## config.mk

```make
export PLATFORM = sky130hd
export DESIGN_NAME = timer_event_flags
export DESIGN_NICKNAME = d
export VERILOG_FILES = /design/src/include/timer_event_flags_pkg.sv /design/src/verilog/chan_unit.sv /design/src/verilog/timer_event_flags.sv
export VERILOG_INCLUDE_DIRS = /design/src /design/src/include
export SDC_FILE = /design/constraint.sdc
export NUM_CORES = 1
export LEC_CHECK = 0
export ABC_AREA = 1
export BUFFER_PORTS_ARGS = -buffer_cell sky130_fd_sc_hd__buf_4
export CAP_MARGIN = 10
export CORE_MARGIN = 8
export CORE_UTILIZATION = 51
export CTS_BUF_LIST = sky130_fd_sc_hd__clkbuf_2 sky130_fd_sc_hd__clkbuf_4 sky130_fd_sc_hd__clkbuf_8
export CTS_CLUSTER_DIAMETER = 30
export DETAILED_ROUTE_END_ITERATION = 8
export PLACE_DENSITY = 0.74
export REMOVE_ABC_BUFFERS = 1
export SLEW_MARGIN = 20
export SYNTH_ARGS = -nofsm -noshare
export SYNTH_HDL_FRONTEND = slang
export SYNTH_HIERARCHICAL = 1
export SYNTH_SLANG_ARGS = --single-unit
```

## constraint.sdc

```tcl
create_clock -name sys_clk_in -period 6.1 [get_ports sys_clk_in]
set_input_delay 0.305 -clock sys_clk_in [delete_from_list [all_inputs] [get_ports sys_clk_in]]
set_output_delay 0.305 -clock sys_clk_in [all_outputs]
set_load 0.02 [all_outputs]
```

## src/include/timer_event_flags_map.svh

```systemverilog
`ifndef TIMER_EVENT_FLAGS_MAP_SVH
`define TIMER_EVENT_FLAGS_MAP_SVH

`define ADDR_W               8
`define DATA_W               16

`define REG_CTRL             8'h00
`define REG_MODULUS          8'h04
`define REG_COUNT            8'h08
`define REG_CHAN_CTRL_BASE   8'h0C
`define REG_CHAN_VALUE_BASE  8'h10
`define REG_CHAN_STRIDE      8'h08
`define REG_STATUS           8'h1C
`define REG_IRQ_ENABLE       8'h20

`define CTRL_COUNT_EN_BIT    0
`define CTRL_CENTER_BIT      1
`define CHCTRL_MODE_LO_BIT   0
`define CHCTRL_MODE_HI_BIT   1
`define CHCTRL_EDGE_LO_BIT   2
`define CHCTRL_EDGE_HI_BIT   3
`define STATUS_WRAP_BIT      0
`define STATUS_CHAN_BASE     1

`define CTRL_RESET           2'h0
`define CHCTRL_RESET         4'h0
`define MODULUS_RESET        16'h0000
`define COUNT_ZERO           16'h0000
`define COUNT_ONE            16'h0001
`define COUNT_MAX            16'hFFFF

`endif

```

## src/include/timer_event_flags_pkg.sv

```systemverilog
package timer_event_flags_pkg;

   typedef enum logic [1:0] {MODE_CAPTURE, MODE_COMPARE, MODE_EDGE_PWM, MODE_CENTER_PWM} chan_mode_t;

   typedef enum logic {DIR_UP, DIR_DOWN} count_dir_t;

endpackage : timer_event_flags_pkg

```

## src/verilog/chan_unit.sv

```systemverilog
`timescale 1ns/1ps
`include "timer_event_flags_map.svh"
module chan_unit
#(
   parameter int CNT_W = 16
)
(
   // Clock and synchronised reset
   input  wire logic                              sys_clk_in,
   input  wire logic                              rst_n_in,
   // Counter view
   input  wire logic [CNT_W-1:0]                  count_in,
   input  wire logic                              counting_in,
   input  wire logic                              reload_in,
   // Configuration
   input  wire timer_event_flags_pkg::chan_mode_t mode_in,
   input  wire logic [1:0]                        edge_sel_in,
   // Value register write
   input  wire logic                              value_wr_in,
   input  wire logic [CNT_W-1:0]                  value_wdata_in,
   // Channel pin
   input  wire logic                              pin_in,
   output logic                                   pin_out,
   output logic                                   pin_oe_n_out,
   // Results
   output logic                                   event_out,
   output logic [CNT_W-1:0]                       value_out
);

   logic             pin_prev_q;
   logic [CNT_W-1:0] value_q;
   logic [CNT_W-1:0] buffer_q;
   logic             pend_q;
   logic             pin_q;
   logic             oe_n_q;
   logic             rise;
   logic             fall;
   logic             capture_hit;
   logic             match;
   logic             is_pwm;
   logic             pwm_active;

   assign rise        = pin_in & ~pin_prev_q;
   assign fall        = ~pin_in & pin_prev_q;
   // Edge select 00 leaves capture off, 01 rising, 10 falling, 11 both.
   assign capture_hit = (mode_in == timer_event_flags_pkg::MODE_CAPTURE) &&
                        ((edge_sel_in[0] && rise) || (edge_sel_in[1] && fall));
   assign match       = counting_in && (count_in == value_q);
   assign is_pwm      = (mode_in == timer_event_flags_pkg::MODE_EDGE_PWM) ||
                        (mode_in == timer_event_flags_pkg::MODE_CENTER_PWM);
   // In center mode the counter passes the value going up and again going down.
   assign event_out   = capture_hit ||
                        ((mode_in != timer_event_flags_pkg::MODE_CAPTURE) && match);
   assign pwm_active  = (mode_in == timer_event_flags_pkg::MODE_CENTER_PWM) ?
                        (!value_q[CNT_W-1] && (count_in < value_q)) : (count_in < value_q);
   assign value_out   = value_q;
   assign pin_out     = pin_q;
   assign pin_oe_n_out = oe_n_q;

   always_ff @(posedge sys_clk_in or negedge rst_n_in)
   begin
      if (!rst_n_in)
         pin_prev_q <= 1'h0;
      else
         pin_prev_q <= pin_in;
   end

   // PWM values go through a buffer so a half-updated duty never reaches the compare.
   always_ff @(posedge sys_clk_in or negedge rst_n_in)
   begin
      if (!rst_n_in)
      begin
         value_q  <= '0;
         buffer_q <= '0;
         pend_q   <= 1'h0;
      end
      else
      begin
         if (capture_hit)
            value_q <= count_in;
         else if (reload_in && pend_q)
            value_q <= buffer_q;
         else if (value_wr_in && !is_pwm)
            value_q <= value_wdata_in;
         if (value_wr_in && is_pwm)
         begin
            buffer_q <= value_wdata_in;
            pend_q   <= 1'h1;
         end
         else if (reload_in)
            pend_q <= 1'h0;
      end
   end

   always_ff @(posedge sys_clk_in or negedge rst_n_in)
   begin
      if (!rst_n_in)
      begin
         pin_q  <= 1'h0;
         oe_n_q <= 1'h1;
      end
      else
      begin
         unique case (mode_in)
            timer_event_flags_pkg::MODE_CAPTURE:
            begin
               pin_q  <= 1'h0;
               oe_n_q <= 1'h1;
            end
            timer_event_flags_pkg::MODE_COMPARE:
            begin
               oe_n_q <= (edge_sel_in == 2'h0);
               if (match && edge_sel_in == 2'h1)
                  pin_q <= ~pin_q;
               else if (match && edge_sel_in != 2'h0)
                  pin_q <= edge_sel_in[0];
            end
            timer_event_flags_pkg::MODE_EDGE_PWM,
            timer_event_flags_pkg::MODE_CENTER_PWM:
            begin
               oe_n_q <= 1'h0;
               pin_q  <= pwm_active ^ edge_sel_in[0];
            end
         endcase
      end
   end
endmodule : chan_unit

```

## src/verilog/timer_event_flags.sv

```systemverilog
// Contract
// - One wrap flag and one flag per channel, each able to raise an interrupt.
// - Capture mode sets the channel flag on every selected input edge.
// - Compare mode sets the channel flag when counter equals the channel value.
// - An enabled flag holds the interrupt request high as a level while set.
// - An event between that read and the zero write keeps the flag set.
// - Free-running up count wraps 0xFFFF to 0x0000 and sets the wrap flag.
// - With nonzero modulus, wrap flag sets on modulus to 0x0000 transition.
// - Up/down counting sets wrap flag when stepping down from the modulus value.
// - Two edge-select bits pick rising, falling, both or no capture edge.
// - Edge-aligned PWM sets the channel flag once per period at duty end.
// - Center-aligned PWM sets the channel flag at both value matches.
// - Mode bits pick capture, compare or edge PWM; center mode overrides them.
// - Center mode counts up to modulus, then down to zero.
// - A capture edge copies the counter into the channel value register.
`timescale 1ns/1ps
`include "timer_event_flags_map.svh"
module timer_event_flags
#(
   parameter int NUM_CHAN = 2
)
(
   // Clock and reset
   input  wire logic                  sys_clk_in,
   input  wire logic                  reset_n_in,
   // Register port
   input  wire logic [`ADDR_W-1:0]    reg_addr_in,
   input  wire logic [`DATA_W-1:0]    reg_wdata_in,
   input  wire logic                  reg_wr_in,
   input  wire logic                  reg_rd_in,
   output logic      [`DATA_W-1:0]    reg_rdata_out,
   // Channel pins
   input  wire logic [NUM_CHAN-1:0]   chan_pin_in,
   output logic      [NUM_CHAN-1:0]   chan_pin_out,
   output logic      [NUM_CHAN-1:0]   chan_pin_oe_n_out,
   // Interrupt request
   output logic                       irq_out
);

   localparam int FLAG_W = NUM_CHAN + 1;

   logic [1:0]                       rst_sync_q;
   logic                             rst_n;
   logic [1:0]                       ctrl_q;
   logic [`DATA_W-1:0]               modulus_q;
   logic [`DATA_W-1:0]               count_q;
   timer_event_flags_pkg::count_dir_t dir_q;
   logic [NUM_CHAN-1:0][3:0]         chan_ctrl_q;
   logic [FLAG_W-1:0]                flag_q;
   logic [FLAG_W-1:0]                arm_q;
   logic [FLAG_W-1:0]                irq_en_q;
   logic [FLAG_W-1:0]                evt;
   logic [FLAG_W-1:0]                clr;
   logic [`DATA_W-1:0]               rdata_q;
   logic [`DATA_W-1:0]               rd_mux;
   logic [`DATA_W-1:0]               limit;
   logic [NUM_CHAN-1:0]              chan_ctrl_wr;
   logic [NUM_CHAN-1:0]              chan_val_wr;
   logic [NUM_CHAN-1:0]              chan_evt;
   logic [NUM_CHAN-1:0][`DATA_W-1:0] chan_value;
   logic                             counting;
   logic                             center;
   logic                             wr_status;
   logic                             rd_status;
   logic                             wr_count;
   logic                             wrap_evt;

   // Reset is asserted at once but released only after two clean edges.
   always_ff @(posedge sys_clk_in or negedge reset_n_in)
   begin
      if (!reset_n_in)
         rst_sync_q <= 2'h0;
      else
         rst_sync_q <= {rst_sync_q[0], 1'h1};
   end

   assign rst_n     = rst_sync_q[1];
   assign counting  = ctrl_q[`CTRL_COUNT_EN_BIT];
   assign center    = ctrl_q[`CTRL_CENTER_BIT];
   assign wr_status = reg_wr_in && (reg_addr_in == `REG_STATUS);
   assign rd_status = reg_rd_in && (reg_addr_in == `REG_STATUS);
   assign wr_count  = reg_wr_in && (reg_addr_in == `REG_COUNT);

   always_comb
   begin
      chan_ctrl_wr = '0;
      chan_val_wr  = '0;
      for (int i = 0; i < NUM_CHAN; i++)
      begin
         chan_ctrl_wr[i] = reg_wr_in &&
            (reg_addr_in == 8'(`REG_CHAN_CTRL_BASE + i * `REG_CHAN_STRIDE));
         chan_val_wr[i]  = reg_wr_in &&
            (reg_addr_in == 8'(`REG_CHAN_VALUE_BASE + i * `REG_CHAN_STRIDE));
      end
   end

   always_ff @(posedge sys_clk_in or negedge rst_n)
   begin
      if (!rst_n)
      begin
         ctrl_q      <= `CTRL_RESET;
         modulus_q   <= `MODULUS_RESET;
         irq_en_q    <= '0;
         chan_ctrl_q <= '0;
      end
      else
      begin
         if (reg_wr_in && reg_addr_in == `REG_CTRL)
            ctrl_q <= reg_wdata_in[1:0];
         if (reg_wr_in && reg_addr_in == `REG_MODULUS)
            modulus_q <= reg_wdata_in;
         if (reg_wr_in && reg_addr_in == `REG_IRQ_ENABLE)
            irq_en_q <= reg_wdata_in[FLAG_W-1:0];
         for (int i = 0; i < NUM_CHAN; i++)
            if (chan_ctrl_wr[i])
               chan_ctrl_q[i] <= reg_wdata_in[3:0];
      end
   end

   // A zero modulus means the up counter runs the full 16-bit range.
   assign limit = (modulus_q == `MODULUS_RESET) ? `COUNT_MAX : modulus_q;

   // Center mode with a zero modulus never turns round, so the counter parks at zero.
   always_ff @(posedge sys_clk_in or negedge rst_n)
   begin
      if (!rst_n)
      begin
         count_q <= `COUNT_ZERO;
         dir_q   <= timer_event_flags_pkg::DIR_UP;
      end
      else if (wr_count)
      begin
         count_q <= `COUNT_ZERO;
         dir_q   <= timer_event_flags_pkg::DIR_UP;
      end
      else if (counting && center)
      begin
         unique case (dir_q)
            timer_event_flags_pkg::DIR_UP:
            begin
               if (modulus_q == `MODULUS_RESET)
                  count_q <= `COUNT_ZERO;
               else if (count_q == modulus_q)
               begin
                  count_q <= count_q - `COUNT_ONE;
                  dir_q   <= timer_event_flags_pkg::DIR_DOWN;
               end
               else
                  count_q <= count_q + `COUNT_ONE;
            end
            timer_event_flags_pkg::DIR_DOWN:
            begin
               if (count_q == `COUNT_ZERO)
               begin
                  count_q <= `COUNT_ONE;
                  dir_q   <= timer_event_flags_pkg::DIR_UP;
               end
               else
                  count_q <= count_q - `COUNT_ONE;
            end
         endcase
      end
      else if (counting)
      begin
         dir_q <= timer_event_flags_pkg::DIR_UP;
         if (count_q == limit)
            count_q <= `COUNT_ZERO;
         else
            count_q <= count_q + `COUNT_ONE;
      end
   end

   assign wrap_evt = counting && !wr_count &&
      (center ? (dir_q == timer_event_flags_pkg::DIR_UP && modulus_q != `MODULUS_RESET && count_q == modulus_q)
              : (count_q == limit));

   for (genvar g = 0; g < NUM_CHAN; g++)
   begin : g_chan
      timer_event_flags_pkg::chan_mode_t mode;

      // Center alignment overrides the per-channel mode bits.
      assign mode = center ? timer_event_flags_pkg::MODE_CENTER_PWM :
                    chan_ctrl_q[g][`CHCTRL_MODE_HI_BIT] ? timer_event_flags_pkg::MODE_EDGE_PWM :
                    chan_ctrl_q[g][`CHCTRL_MODE_LO_BIT] ? timer_event_flags_pkg::MODE_COMPARE :
                    timer_event_flags_pkg::MODE_CAPTURE;

      chan_unit #(.CNT_W(`DATA_W)) u_chan
      (
         .sys_clk_in     (sys_clk_in),
         .rst_n_in       (rst_n),
         .count_in       (count_q),
         .counting_in    (counting && !wr_count),
         .reload_in      (wrap_evt),
         .mode_in        (mode),
         .edge_sel_in    ({chan_ctrl_q[g][`CHCTRL_EDGE_HI_BIT], chan_ctrl_q[g][`CHCTRL_EDGE_LO_BIT]}),
         .value_wr_in    (chan_val_wr[g]),
         .value_wdata_in (reg_wdata_in),
         .pin_in         (chan_pin_in[g]),
         .pin_out        (chan_pin_out[g]),
         .pin_oe_n_out   (chan_pin_oe_n_out[g]),
         .event_out      (chan_evt[g]),
         .value_out      (chan_value[g])
      );
   end

   assign evt = {chan_evt, wrap_evt};

   // A read arms only the bits it saw set; any later event disarms its bit again.
   always_ff @(posedge sys_clk_in or negedge rst_n)
   begin
      if (!rst_n)
         arm_q <= '0;
      else if (rd_status)
         arm_q <= flag_q & ~evt;
      else if (wr_status)
         arm_q <= '0;
      else
         arm_q <= arm_q & ~evt;
   end

   assign clr = {FLAG_W{wr_status}} & arm_q & ~reg_wdata_in[FLAG_W-1:0] & ~evt;

   // A set in the same cycle as a clear wins.
   always_ff @(posedge sys_clk_in or negedge rst_n)
   begin
      if (!rst_n)
         flag_q <= '0;
      else
         flag_q <= evt | (flag_q & ~clr);
   end

   assign irq_out = |(flag_q & irq_en_q);

   always_comb
   begin
      rd_mux = '0;
      if (reg_addr_in == `REG_CTRL)
         rd_mux[1:0] = ctrl_q;
      else if (reg_addr_in == `REG_MODULUS)
         rd_mux = modulus_q;
      else if (reg_addr_in == `REG_COUNT)
         rd_mux = count_q;
      else if (reg_addr_in == `REG_STATUS)
         rd_mux[FLAG_W-1:0] = flag_q;
      else if (reg_addr_in == `REG_IRQ_ENABLE)
         rd_mux[FLAG_W-1:0] = irq_en_q;
      for (int i = 0; i < NUM_CHAN; i++)
      begin
         if (reg_addr_in == 8'(`REG_CHAN_CTRL_BASE + i * `REG_CHAN_STRIDE))
            rd_mux[3:0] = chan_ctrl_q[i];
         if (reg_addr_in == 8'(`REG_CHAN_VALUE_BASE + i * `REG_CHAN_STRIDE))
            rd_mux = chan_value[i];
      end
   end

   // Read data stand for exactly one cycle; otherwise the bus reads zero.
   always_ff @(posedge sys_clk_in or negedge rst_n)
   begin
      if (!rst_n)
         rdata_q <= '0;
      else if (reg_rd_in)
         rdata_q <= rd_mux;
      else
         rdata_q <= '0;
   end

   assign reg_rdata_out = rdata_q;

   for (genvar k = 0; k < FLAG_W; k++)
   begin : g_flag_chk

   end
endmodule : timer_event_flags

```

==> results of run 1 <==
==> cells by family after synthesis <==
family / Yosys count / synth area share [%]
AO/OA/AOI/OAI: 267 / 16.0
flip-flops: 142 / 39.1
adder cells (fa/ha/maj): 35 / 4.81
buffers and inverters: 235 / 10.7
multiplexers: 15 / 1.94
other: 1 / 0.0412
AND/OR/NAND/NOR: 538 / 25.3
XOR/XNOR: 21 / 2.02
==> repair_timing <==
item,4_1_cts,5_1_grt
hold buffers,3,0
buffers inserted,0,0
hold endpoints to repair,4,0
==> cells in the final DEF, fill, tap and decap left out, types with 9 or more instances in the layout <==
cell	n
nor2_1	98
xor2_1	21
o21ai_1	15
inv_1	179
o211ai_1	21
dfrtp_1	139
a31oi_1	15
buf_4	53
nand3_1	54
o21ai_0	132
a21oi_1	67
ha_1	35
mux2_2	13
nand2_1	336
inv_2	9
clkbuf_8	17
==> cell type report <==
class	instances	area (um^2)
clock buffer	18	241
clock inverter	14	135
fill	1685	7790
inverter	189	712
multi-input combinational	877	4570
sequential	142	3560
tap	229	287
timing repair buffer	56	428
==> state kept, by name (all words and copies together) (netlist names) <==
register                    flops
modulus_q                      16
g_chan.u_chan/pin_out           2
g_chan.u_chan/pin_oe_n_out      2
arm_q                           3
chan_ctrl_q                     8
dir_q                           1
irq_en_q                        3
count_q                        16
g_chan.u_chan/value_out        32
rst_sync_q                      2
g_chan.u_chan/buffer_q         32
flag_q                          3
reg_rdata_out                  16
g_chan.u_chan/pend_q            2
ctrl_q                          2
g_chan.u_chan/pin_prev_q        2
==> critical path, stage by stage, from the launching register on <==
cell and delay, ns:
dfrtp_1 0.62, inv_2 0.16, o21ai_0 0.24, nor2_1 0.06, nand2_1 0.06, nor2_1 0.07, nor2_1 0.12, nor2_2 0.07
nand2_1 0.06, nand2_1 0.04, nand2_1 0.09, inv_1 0.11, nand2_1 0.79, nand3_1 0.99, o21ai_0 0.49
==> per-stage QoR <==
step / power, mW / utilization, % / hold slack, ns
CTS: 2.92 / 56.0 / 0.0973
global placement: 2.14 / 53.7 / 0.0874
global route: 3.12 / 56.0 / 0.0947
floorplan: 1.88 / - / 0.00941
finish: 2.93 / 56.0 / 0.122
detailed placement: 2.17 / 53.7 / 0.0898
==> power by group through the flow <==
stage / Combinational, mW / Sequential [mW] / Clock [mW]
6_report: 0.910 / 1.28 / 0.740
5_1_grt: 1.04 / 1.29 / 0.791
4_1_cts: 0.899 / 1.27 / 0.753
3_5_place_dp: 0.888 / 1.29 / 0
3_3_place_gp: 0.859 / 1.28 / 0
2_1_floorplan: 0.669 / 1.21 / 0
==> final timing paths <==
check                                 start                             to  slack (ns)  cells past startpoint
setup / recovery                count_q[14]  g_chan[0].u_chan/value_out[1]        2.00                     14
hold / removal             reg_wdata_in[14]                  modulus_q[14]        0.12                      2
setup reg to reg                count_q[14]  g_chan[0].u_chan/value_out[1]        2.00                     14
hold reg to reg               rst_sync_q[1]   g_chan[0].u_chan/buffer_q[4]        0.34                      0
max in group asynchronous     rst_sync_q[1]               reg_rdata_out[9]        4.64                      1
min in group asynchronous        reset_n_in                  rst_sync_q[1]        0.15                      2
==> layer usage <==
metal | up-vias | routed length [um] | GRT usage, %
met1 | 3949 | 11200 | 32.2
met5 | - | 0 | 0
li1 | 4082 | - | -
met3 | 52 | 1930 | 3.81
met4 | 0 | 770 | 10.1
met2 | 354 | 11600 | 35.5
==> results by group, run 1 <==
Setup path
  • Crit path required time: 6.45 ns
  • Crit path max fanout: 33
  • Worst EP arrival: 4.45 ns
  • WS Path Type: register to register
  • Crit. End Element: register
  • CP Launch Type: register

STA
  • Worst Tran Pin Value: 1.09 ns
  • Min Tclk post-route: 4.10 ns
  • Fin Setup TNS: 0 ns
  • Tcrit/Tclk final: 67.2%
  • Final Hold Fails: 0
  • RSZ-0062 raised after global routing: no
  • Slew HR: 27.3%
  • Fmax: 244 MHz
  • Final setup vio count: 0
  • Final WS setup: 2.00 ns
  • Worst Clk Skew: 0.0197 ns
  • Max-slew violations: 0

Synthesis
  • Area leader, netlist: dfrtp_1
  • Top cell type's share of synthesized area: 38.5%
  • Syn Std Cell Area: 0.00910 mm^2
  • Synth Instances: 1,254
  • Main synth FF type: dfrtp_1
  • Synth top area cells: dfrtp_1, nand2_1, inv_1, o21ai_0, ha_1
  • Number of synthesized flops with an enable pin: 0
  • Synth cell types: 45
  • Post-synth top cells: nand2_1, inv_1, dfrtp_1
  • Seq/Total Area, Yosys: 39.1%
  • Flops & latches, synth: 142
  • Synth Area per Inst: 7.25 um^2
  • Ys async rst share: 100%
  • Synth warn: 6
  • Most common cell in the netlist: nand2_1

Global routing
  • Grt ovf: 0
  • First-pass GRT wire length: 41,200 um
  • Vias in the first global route: 7,962
  • Total GRT Usage: 23.3%
  • Largest net degree at the start of global routing: 50
  • Initial antenna violation count: 0

Clocking
  • Cts repair resizes: 0
  • Max Root-Sink Buffers: 2
  • Root buf cell: clkbuf_8
  • H-Tree Depth: 4
  • Clk Latency, worst-skew pair: 0.47 ns
  • Clock sink total: 142
  • CTS tree: built
  • Clk slew on worst S/H paths: 0.10 ns
  • CTS buffer count: 17

Cells and area
  • Area growth syn-to-layout: 9.15%
  • Post-Layout Cell Count: 1,525
  • Antenna cells: 0
  • Final Net Count: 1,348
  • Finished Cell Area: 0.00993 mm^2
  • Ratio of cells with drive above 1 in the final layout: 11.5%

Place
  • Dpl hpwl: 18,700 um
  • Port Buffers: 50
  • Placed insts: 1,490
  • Post-place setup slack: 2.12 ns
  • Gpl congestion: 0.970
  • DP Area: 0.00952 mm^2

Power
  • Clock network power share: 25.3%
  • Sequential share of power: 43.7%
  • Logic pwr share: 31.1%
  • Power Dens Cells: 295 mW/mm^2
  • VDD IR max: 0.000192 V
  • Pint: 1.72 mW
  • P_sw: 1.21 mW
  • Leakage power: 4.97 nW
  • Switching Share: 41.3%

Routing
  • DRT Wirelength: 25,500 um
  • Vias post-DR: 8,437
  • DR vias/cell: 5.53
  • Drt wl/cell: 16.7 um
  • DRT Pass-1 Iters: 8
  • Residual DRC: 0
  • Violation count after the first detailed-routing iteration: 909
  • Post-DRT Antenna Nets: 0

Die
  • I/O pins: 51
  • CORE AREA: 0.0177 mm^2
  • Die height: 150 um
  • Row Count: 49
  • DIE AREA: 0.0224 mm^2
  • Initial Utilization: 51.3%
  • Die width: 150 um

Min path
  • Worst min path class: primary input to register

Job
  • Max-cap violations: 0

Status
  • Status: completed
Note: power is estimated with default switching activity, not from simulation.
==> inputs of run 2 (changes only) <==
==> constraint.sdc (replaced) <==
create_clock -name sys_clk_in -period 3.9 [get_ports sys_clk_in]
set_input_delay 0.195 -clock sys_clk_in [delete_from_list [all_inputs] [get_ports sys_clk_in]]
set_output_delay 0.195 -clock sys_clk_in [all_outputs]
set_load 0.02 [all_outputs]
==> run 2 against run 1 <==
Compared with the run above: largest cell class unchanged; die area unchanged; fmax up 36%; wire length decreased by 1.9%; clock skew fell by 0.0010 ns; design area is 2.6% higher; hold slack worse by 0.091 ns.
==> results by group, run 2 (synthesized netlist as in run 1, its figures left out) <==
Cells and area
  • Post-Layout Cell Count: 1,546 (was 1,525)
  • Ratio of cells with drive above 1 in the final layout: 11.8% (was 11.5%)
  • Final Net Count: 1,369 (was 1,348)
  • Commonest cells after routing, fill and taps aside: nand2_1, inv_1, dfrtp_1, o21ai_0, nor2_1 (unchanged)
  • Antenna cells: 0 (unchanged)
  • Most common cell after layout, fill and taps aside: nand2_1 (unchanged)
  • Area growth syn-to-layout: 12.0% (was 9.15%)
  • Final core occ: 57.5% (was 56.0%)

Clocking
  • Root buf cell: clkbuf_8 (unchanged)
  • Clk Latency, worst-skew pair: 0.48 ns (was 0.47 ns)
  • Clk slew on worst S/H paths: 0.09 ns (was 0.10 ns)
  • CTS buffer count: 17 (unchanged)
  • Max Root-Sink Buffers: 2 (unchanged)
  • H-Tree Depth: 4 (unchanged)
  • Clock sink total: 142 (unchanged)
  • CTS tree: built (unchanged)
  • Post-CTS Setup Inserts: 0 (unchanged)

Setup path
  • Cell count along the critical path: 17 (was 14)
  • WS Path Type: register to register (unchanged)
  • Reg2Reg Launch Point: count_q[6] (was count_q[14])
  • CP peak stage delay: 0.57 ns (was 0.99 ns)
  • Bufs and invs on worst path: 3 (was 2)
  • CP max stage cell: dfrtp_1 (was nand3_1)
  • Reg2Reg Setup Slack: 0.88 ns (was 2.00 ns)
  • Reg-to-Reg End: g_chan[0].u_chan/value_out[0] (was g_chan[0].u_chan/value_out[1])
  • Crit. End Element: register (unchanged)
  • Crit path required time: 4.30 ns (was 6.45 ns)
  • Crit path max-delay family: simple AND/OR/NAND/NOR gates (unchanged)
  • Crit path max fanout: 33 (unchanged)
  • Worst r2r path cells: 17 (was 14)
  • Most used cell along the critical path: nand2_1 (unchanged)
  • CP cell instances: nand2_1 -> nand2_1 -> nor2_1 -> nand2_1 -> nor2_1 -> nor2_1 -> nor2_2 -> nand2_1 -> nand2_1 -> nand2_1 -> inv_1 -> nand2_1 -> buf_4 -> nand3_1 -> buf_4 -> nor2_1 -> a31oi_1 (was inv_2 -> o21ai_0 -> nor2_1 -> nand2_1 -> nor2_1 -> nor2_1 -> nor2_2 -> nand2_1 -> nand2_1 -> nand2_1 -> inv_1 -> nand2_1 -> nand3_1 -> o21ai_0)
  • CP Launch Type: register (unchanged)
  • Worst EP arrival: 3.42 ns (was 4.45 ns)

Die
  • Row Count: 49 (unchanged)
  • DIE AREA: 0.0224 mm^2 (unchanged)
  • Initial Utilization: 51.3% (unchanged)
  • I/O pins: 51 (unchanged)
  • CORE AREA: 0.0177 mm^2 (unchanged)
  • Die width: 150 um (unchanged)
  • Die height: 150 um (unchanged)

STA
  • Final Hold Fails: 0 (unchanged)
  • Tcrit/Tclk final: 77.4% (was 67.2%)
  • Fin Setup TNS: 0 ns (unchanged)
  • Slew HR: 31.2% (was 27.3%)
  • Fmax: 331 MHz (was 244 MHz)
  • Worst Clk Skew: 0.0186 ns (was 0.0197 ns)
  • Min Tclk post-route: 3.02 ns (was 4.10 ns)
  • Final setup vio count: 0 (unchanged)
  • Worst Tran Pin Value: 1.03 ns (was 1.09 ns)
  • Max-slew violations: 0 (unchanged)
  • RSZ-0062 raised after global routing: no (unchanged)

Routing
  • DRT Wirelength: 25,000 um (was 25,500 um)
  • Violation count after the first detailed-routing iteration: 757 (was 909)
  • DR vias/cell: 5.40 (was 5.53)
  • Post-DRT Antenna Nets: 0 (unchanged)
  • Residual DRC: 0 (unchanged)
  • Drt wl/cell: 16.2 um (was 16.7 um)
  • Vias post-DR: 8,350 (was 8,437)
  • DRT Pass-1 Iters: 7 (was 8)

Min path
  • Worst min path class: primary input to register (unchanged)
  • Hold path depth: 3 (was 2)
  • Min-delay src: reg_wdata_in[0] (was reg_wdata_in[14])
  • Hold Path End: g_chan[0].u_chan/buffer_q[0] (was modulus_q[14])

Place
  • Port Buffers: 50 (unchanged)
  • Gpl congestion: 0.978 (was 0.970)
  • Dpl hpwl: 18,500 um (was 18,700 um)
  • Placed insts: 1,498 (was 1,490)

Global routing
  • Initial antenna violation count: 0 (unchanged)
  • Total GRT Usage: 23.4% (was 23.3%)
  • Vias in the first global route: 7,944 (was 7,962)
  • Grt ovf: 0 (unchanged)
  • First-pass GRT wire length: 41,000 um (was 41,200 um)
  • Largest net degree at the start of global routing: 141 (was 50)

Power
  • VDD IR max: 0.000258 V (was 0.000192 V)
  • Power Dens Cells: 466 mW/mm^2 (was 295 mW/mm^2)
  • Leakage power: 5.09 nW (was 4.97 nW)

Status
  • Status: completed (unchanged)

Job
  • Max-cap violations: 0 (unchanged)
run 2: cell types whose count changed in the layout (fill, tap and decap cells not counted), sizes merged:
cell         previous run  this run
buf                    53        61
clkinvlp                3         4
clkinv                  5         1
clkbuf                 18        19
dlygate4sd3             3        16
bufinv                  1         3
run 2: power breakdown:
group	switching, mW	internal, mW
registers	0.344	1.62
logic	0.897	0.564
clock network	0.642	0.679
run 2: how the worst max path moves through the flow:
stage	startpoint	endpoint
5_1_grt	count_q[7]	g_chan[0].u_chan/value_out[0]
4_1_cts	count_q[6]	g_chan[0].u_chan/value_out[0]
3_3_place_gp	count_q[6]	g_chan[1].u_chan/value_out[0]
3_5_place_dp	count_q[6]	g_chan[0].u_chan/value_out[0]
2_1_floorplan	rst_sync_q[1]	arm_q[0]
6_report	count_q[6]	g_chan[0].u_chan/value_out[0]
run 2: cell type report:
cell class                      count  area (um^2)
Inverter                          189          712
Sequential cell                   142         3560
Clock buffer                       19          262
Multi-Input combinational cell    877         4560
Clock inverter                     13          175
Timing Repair Buffer               77          631
Tap cell                          229          287
Fill cell                        1678         7530
run 2: metrics by stage:
stage | setup WS, ns | power, mW | instance area [um^2] | hold slack (ns)
2_1_floorplan | -0.346 | 2.94 | 8830 | -0.101
3_3_place_gp | 1.02 | 3.38 | 9590 | -0.0226
3_5_place_dp | 0.980 | 3.41 | 9590 | -0.0210
4_1_cts | 0.936 | 4.75 | 10200 | 0.000107
5_1_grt | 0.629 | 5.08 | 10200 | 0.0180
6_report | 0.882 | 4.75 | 10200 | 0.0309
run 2: repair_timing:
action	in CTS	in global routing
resized for setup	0	0
hold buffers	16	0
endpoints found under the setup margin	0	0
endpoints found under the hold margin	17	0
run 2: worst min-delay path, delay by kind of cell:
kind / cells / cell delay (ns)
compound gates: 1 / 0.08
buf+inv: 2 / 0.19
run 2: layer usage:
layer | wire length (um) | part of all wire [%] | vias to the layer above | GRT usage (%)
li1 | - | - | 4118 | -
met2 | 11000 | 44 | 321 | 34.5
met4 | 769 | 3.1 | 0 | 10.9
met5 | 0 | 0 | - | 0
met3 | 1860 | 7.4 | 53 | 4.69
met1 | 11400 | 46 | 3858 | 32.3
==> inputs of run 3 (changes only) <==
--- a/config.mk
+++ b/config.mk
@@ -6,7 +6,7 @@
 export SDC_FILE = /design/constraint.sdc
 export NUM_CORES = 1
 export LEC_CHECK = 0
-export ABC_AREA = 1
+export ABC_AREA = 0
 export BUFFER_PORTS_ARGS = -buffer_cell sky130_fd_sc_hd__buf_4
 export CAP_MARGIN = 10
 export CORE_MARGIN = 8
==> constraint.sdc (replaced) <==
create_clock -name sys_clk_in -period 3 [get_ports sys_clk_in]
set_input_delay 0.15 -clock sys_clk_in [delete_from_list [all_inputs] [get_ports sys_clk_in]]
set_output_delay 0.15 -clock sys_clk_in [all_outputs]
set_load 0.02 [all_outputs]
==> run 3 against run 2 <==
Compared with the run above: non-clock buffer count rose by 45; wire length is 3.4% higher; sequential power grew 32%; area after synthesis down 3.5%; highest routed layer unchanged; clock-buffer cell count up 1; sequential share of layout area fell by 0.52 points; first-iteration DRC count grew 15%; largest power group unchanged; final cell count fell by 17%; global-route usage is 0.59 points higher; combinational power rose by 37%; critical path type unchanged; worst setup slack worse by 0.71 ns.
==> results by group, run 3 <==
Synthesis
  • Top cell type's share of synthesized area: 39.9% (was 38.5%)
  • Syn Std Cell Area: 0.00878 mm^2 (was 0.00910 mm^2)
  • Post-synth top cells: dfrtp_1, nand2_1, a21oi_1 (was nand2_1, inv_1, dfrtp_1)
  • Synth top area cells: dfrtp_1, mux2_2, a21oi_1, nand2_1, ha_1 (was dfrtp_1, nand2_1, inv_1, o21ai_0, ha_1)
  • Synth Area per Inst: 9.09 um^2 (was 7.25 um^2)
  • Number of synthesized flops with an enable pin: 0 (unchanged)
  • Area leader, netlist: dfrtp_1 (unchanged)
  • Synth cell types: 80 (was 45)
  • Flops & latches, synth: 142 (unchanged)
  • Most common cell in the netlist: dfrtp_1 (was nand2_1)
  • Ys async rst share: 100% (unchanged)
  • Main synth FF type: dfrtp_1 (unchanged)
  • Synth warn: 6 (unchanged)
  • Synth Instances: 966 (was 1,254)
  • Seq/Total Area, Yosys: 40.5% (was 39.1%)

Setup path
  • Crit path required time: 3.34 ns (was 4.30 ns)
  • Worst EP arrival: 3.17 ns (was 3.42 ns)
  • CP Launch Type: register (unchanged)
  • Crit path max fanout: 16 (was 33)
  • Crit. End Element: register (unchanged)
  • WS Path Type: register to register (unchanged)

Status
  • Status: completed (unchanged)

Routing
  • DRT Pass-1 Iters: 6 (was 7)
  • Vias post-DR: 8,107 (was 8,350)
  • Residual DRC: 0 (unchanged)
  • DRT Wirelength: 25,900 um (was 25,000 um)
  • Post-DRT Antenna Nets: 0 (unchanged)
  • DR vias/cell: 6.29 (was 5.40)
  • Drt wl/cell: 20.1 um (was 16.2 um)
  • Violation count after the first detailed-routing iteration: 872 (was 757)

Die
  • I/O pins: 51 (unchanged)
  • DIE AREA: 0.0217 mm^2 (was 0.0224 mm^2)
  • Initial Utilization: 51.5% (was 51.3%)
  • Row Count: 48 (was 49)
  • Die width: 147 um (was 150 um)
  • Die height: 147 um (was 150 um)
  • CORE AREA: 0.0171 mm^2 (was 0.0177 mm^2)

Global routing
  • Vias in the first global route: 7,878 (was 7,944)
  • Grt ovf: 0 (unchanged)
  • First-pass GRT wire length: 41,500 um (was 41,000 um)
  • Initial antenna violation count: 0 (unchanged)
  • Largest net degree at the start of global routing: 74 (was 141)
  • Total GRT Usage: 23.9% (was 23.4%)

Place
  • Gpl congestion: 0.985 (was 0.978)
  • Port Buffers: 50 (unchanged)
  • Dpl hpwl: 17,900 um (was 18,500 um)
  • Placed insts: 1,233 (was 1,498)

Cells and area
  • Multi-input gate area: 0.00478 mm^2 (was 0.00456 mm^2)
  • Commonest cells after routing, fill and taps aside: dfrtp_1, nand2_1, a21oi_1, buf_4, mux2_2 (was nand2_1, inv_1, dfrtp_1, o21ai_0, nor2_1)
  • Post-Layout Cell Count: 1,288 (was 1,546)
  • Fillers: 1,452 (was 1,678)
  • Area growth syn-to-layout: 17.8% (was 12.0%)
  • Final core occ: 60.7% (was 57.5%)
  • Most common cell after layout, fill and taps aside: dfrtp_1 (was nand2_1)
  • Final Net Count: 1,115 (was 1,369)
  • Flip-flop and latch area: 0.00356 mm^2 (about the same)
  • Ratio of cells with drive above 1 in the final layout: 22.0% (was 11.8%)
  • Antenna cells: 0 (unchanged)

Power
  • Total power: 6.42 mW (was 4.75 mW)
  • Power Dens Cells: 621 mW/mm^2 (was 466 mW/mm^2)
  • Leakage power: 4.74 nW (was 5.09 nW)
  • VDD IR max: 0.000330 V (was 0.000258 V)

Clocking
  • Clk Latency, worst-skew pair: 0.46 ns (was 0.48 ns)
  • Clk slew on worst S/H paths: 0.09 ns (about the same)
  • CTS buffer count: 17 (unchanged)
  • Max Root-Sink Buffers: 2 (unchanged)
  • Root buf cell: clkbuf_8 (unchanged)
  • Clock sink total: 142 (unchanged)
  • H-Tree Depth: 4 (unchanged)
  • CTS tree: built (unchanged)

STA
  • Fin Setup TNS: 0 ns (unchanged)
  • Slew HR: 33.9% (was 31.2%)
  • Worst Tran Pin Value: 0.992 ns (was 1.03 ns)
  • Tcrit/Tclk final: 94.4% (was 77.4%)
  • Final hold slack: 0.0415 ns (was 0.0309 ns)
  • Final Hold Fails: 0 (unchanged)
  • Max-slew violations: 0 (unchanged)
  • Worst Clk Skew: 0.0144 ns (was 0.0186 ns)
  • Min Tclk post-route: 2.83 ns (was 3.02 ns)
  • Fmax: 353 MHz (was 331 MHz)
  • Final setup vio count: 0 (unchanged)

Min path
  • Worst min path class: primary input to register (unchanged)

Job
  • Max-cap violations: 0 (unchanged)
[run 3: cell types whose count changed in the layout (fill, tap and decap cells not counted), moves of 37 or more]
cell | before | now
buf_4 | 60 | 97
o21ai_0 | 132 | 45
nand2_1 | 337 | 123
inv_1 | 179 | 52
nor2_1 | 98 | 15
mux2_2 | 13 | 61
a21oi_1 | 67 | 110
[run 3: timing repair]
item,4_1_cts,5_1_grt
setup buffers,0,5
hold endpoints to repair,42,0
gates resized for setup,0,9
hold buffers,18,0
endpoints found under the setup margin,0,38
[run 3: cell families (layout without fill, tap and decap cells)]
| family | Yosys count | after routing | share of synthesized area [%] |
|---|---|---|---|
| AND/OR/NAND/NOR | 333 | 333 | 19.9 |
| AO/OA/AOI/OAI | 277 | 277 | 20.9 |
| flip-flops | 142 | 142 | 40.5 |
| buffers and inverters | 113 | 210 | 5.39 |
| multiplexers | 64 | 64 | 8.16 |
| adder cells (fa/ha/maj) | 35 | 35 | 4.99 |
| other | 1 | 1 | 0.0427 |
| XOR/XNOR | 1 | 1 | 0.0997 |
[run 3: area by class of cell]
class	count	share of cell area [%]
multi-input combinational	711	46.2
sequential	142	34.4
timing repair buffer	122	10.1
tap	225	2.72
clock buffer	20	2.54
inverter	56	2.03
clock inverter	12	2.01
[run 3: through the flow]
step | setup WS [ns] | area [um^2]
floorplan | -1.25 | 8520
finish | 0.167 | 10300
CTS | 0.0847 | 10300
global route | -0.00399 | 10300
global placement | 0.169 | 9620
detailed placement | 0.146 | 9620
[run 3: power by group]
group | switching, mW | internal (mW)
logic | 1.20 | 0.803
clock network | 0.786 | 1.04
registers | 0.378 | 2.22
[run 3: worst paths after layout]
path	cells past startpoint	endpoint	startpoint	slack, ns
setup / recovery	9	count_q[7]	modulus_q[15]	0.17
hold / removal	2	modulus_q[2]	reg_wdata_in[2]	0.04
setup reg to reg	9	count_q[7]	modulus_q[15]	0.17
hold reg to reg	0	chan_ctrl_q[7]	rst_sync_q[1]	0.26
max in group asynchronous	1	modulus_q[13]	rst_sync_q[1]	2.00
min in group asynchronous	0	chan_ctrl_q[7]	rst_sync_q[1]	0.26
[run 3: worst max-delay path, cell delays in order, from the launching register on]
cell and delay, ns:
dfrtp_1 0.46, nor2b_1 0.17, a2111o_1 0.48, or4_4 0.57, o21ai_4 0.25, a211oi_4 0.11
buf_12 0.16, buf_4 0.14, a221oi_2 0.25, a22oi_1 0.13
[run 3: metal layers]
metal | part of all wire, % | track usage, % | up-vias | wire length, um
met1 | 41 | 31.2 | 3862 | 10600
met2 | 47 | 38.3 | 465 | 12100
li1 | - | - | 3710 | -
met4 | 3.2 | 10.0 | 0 | 817
met5 | 0 | 0 | - | 0
met3 | 9.2 | 4.43 | 70 | 2370
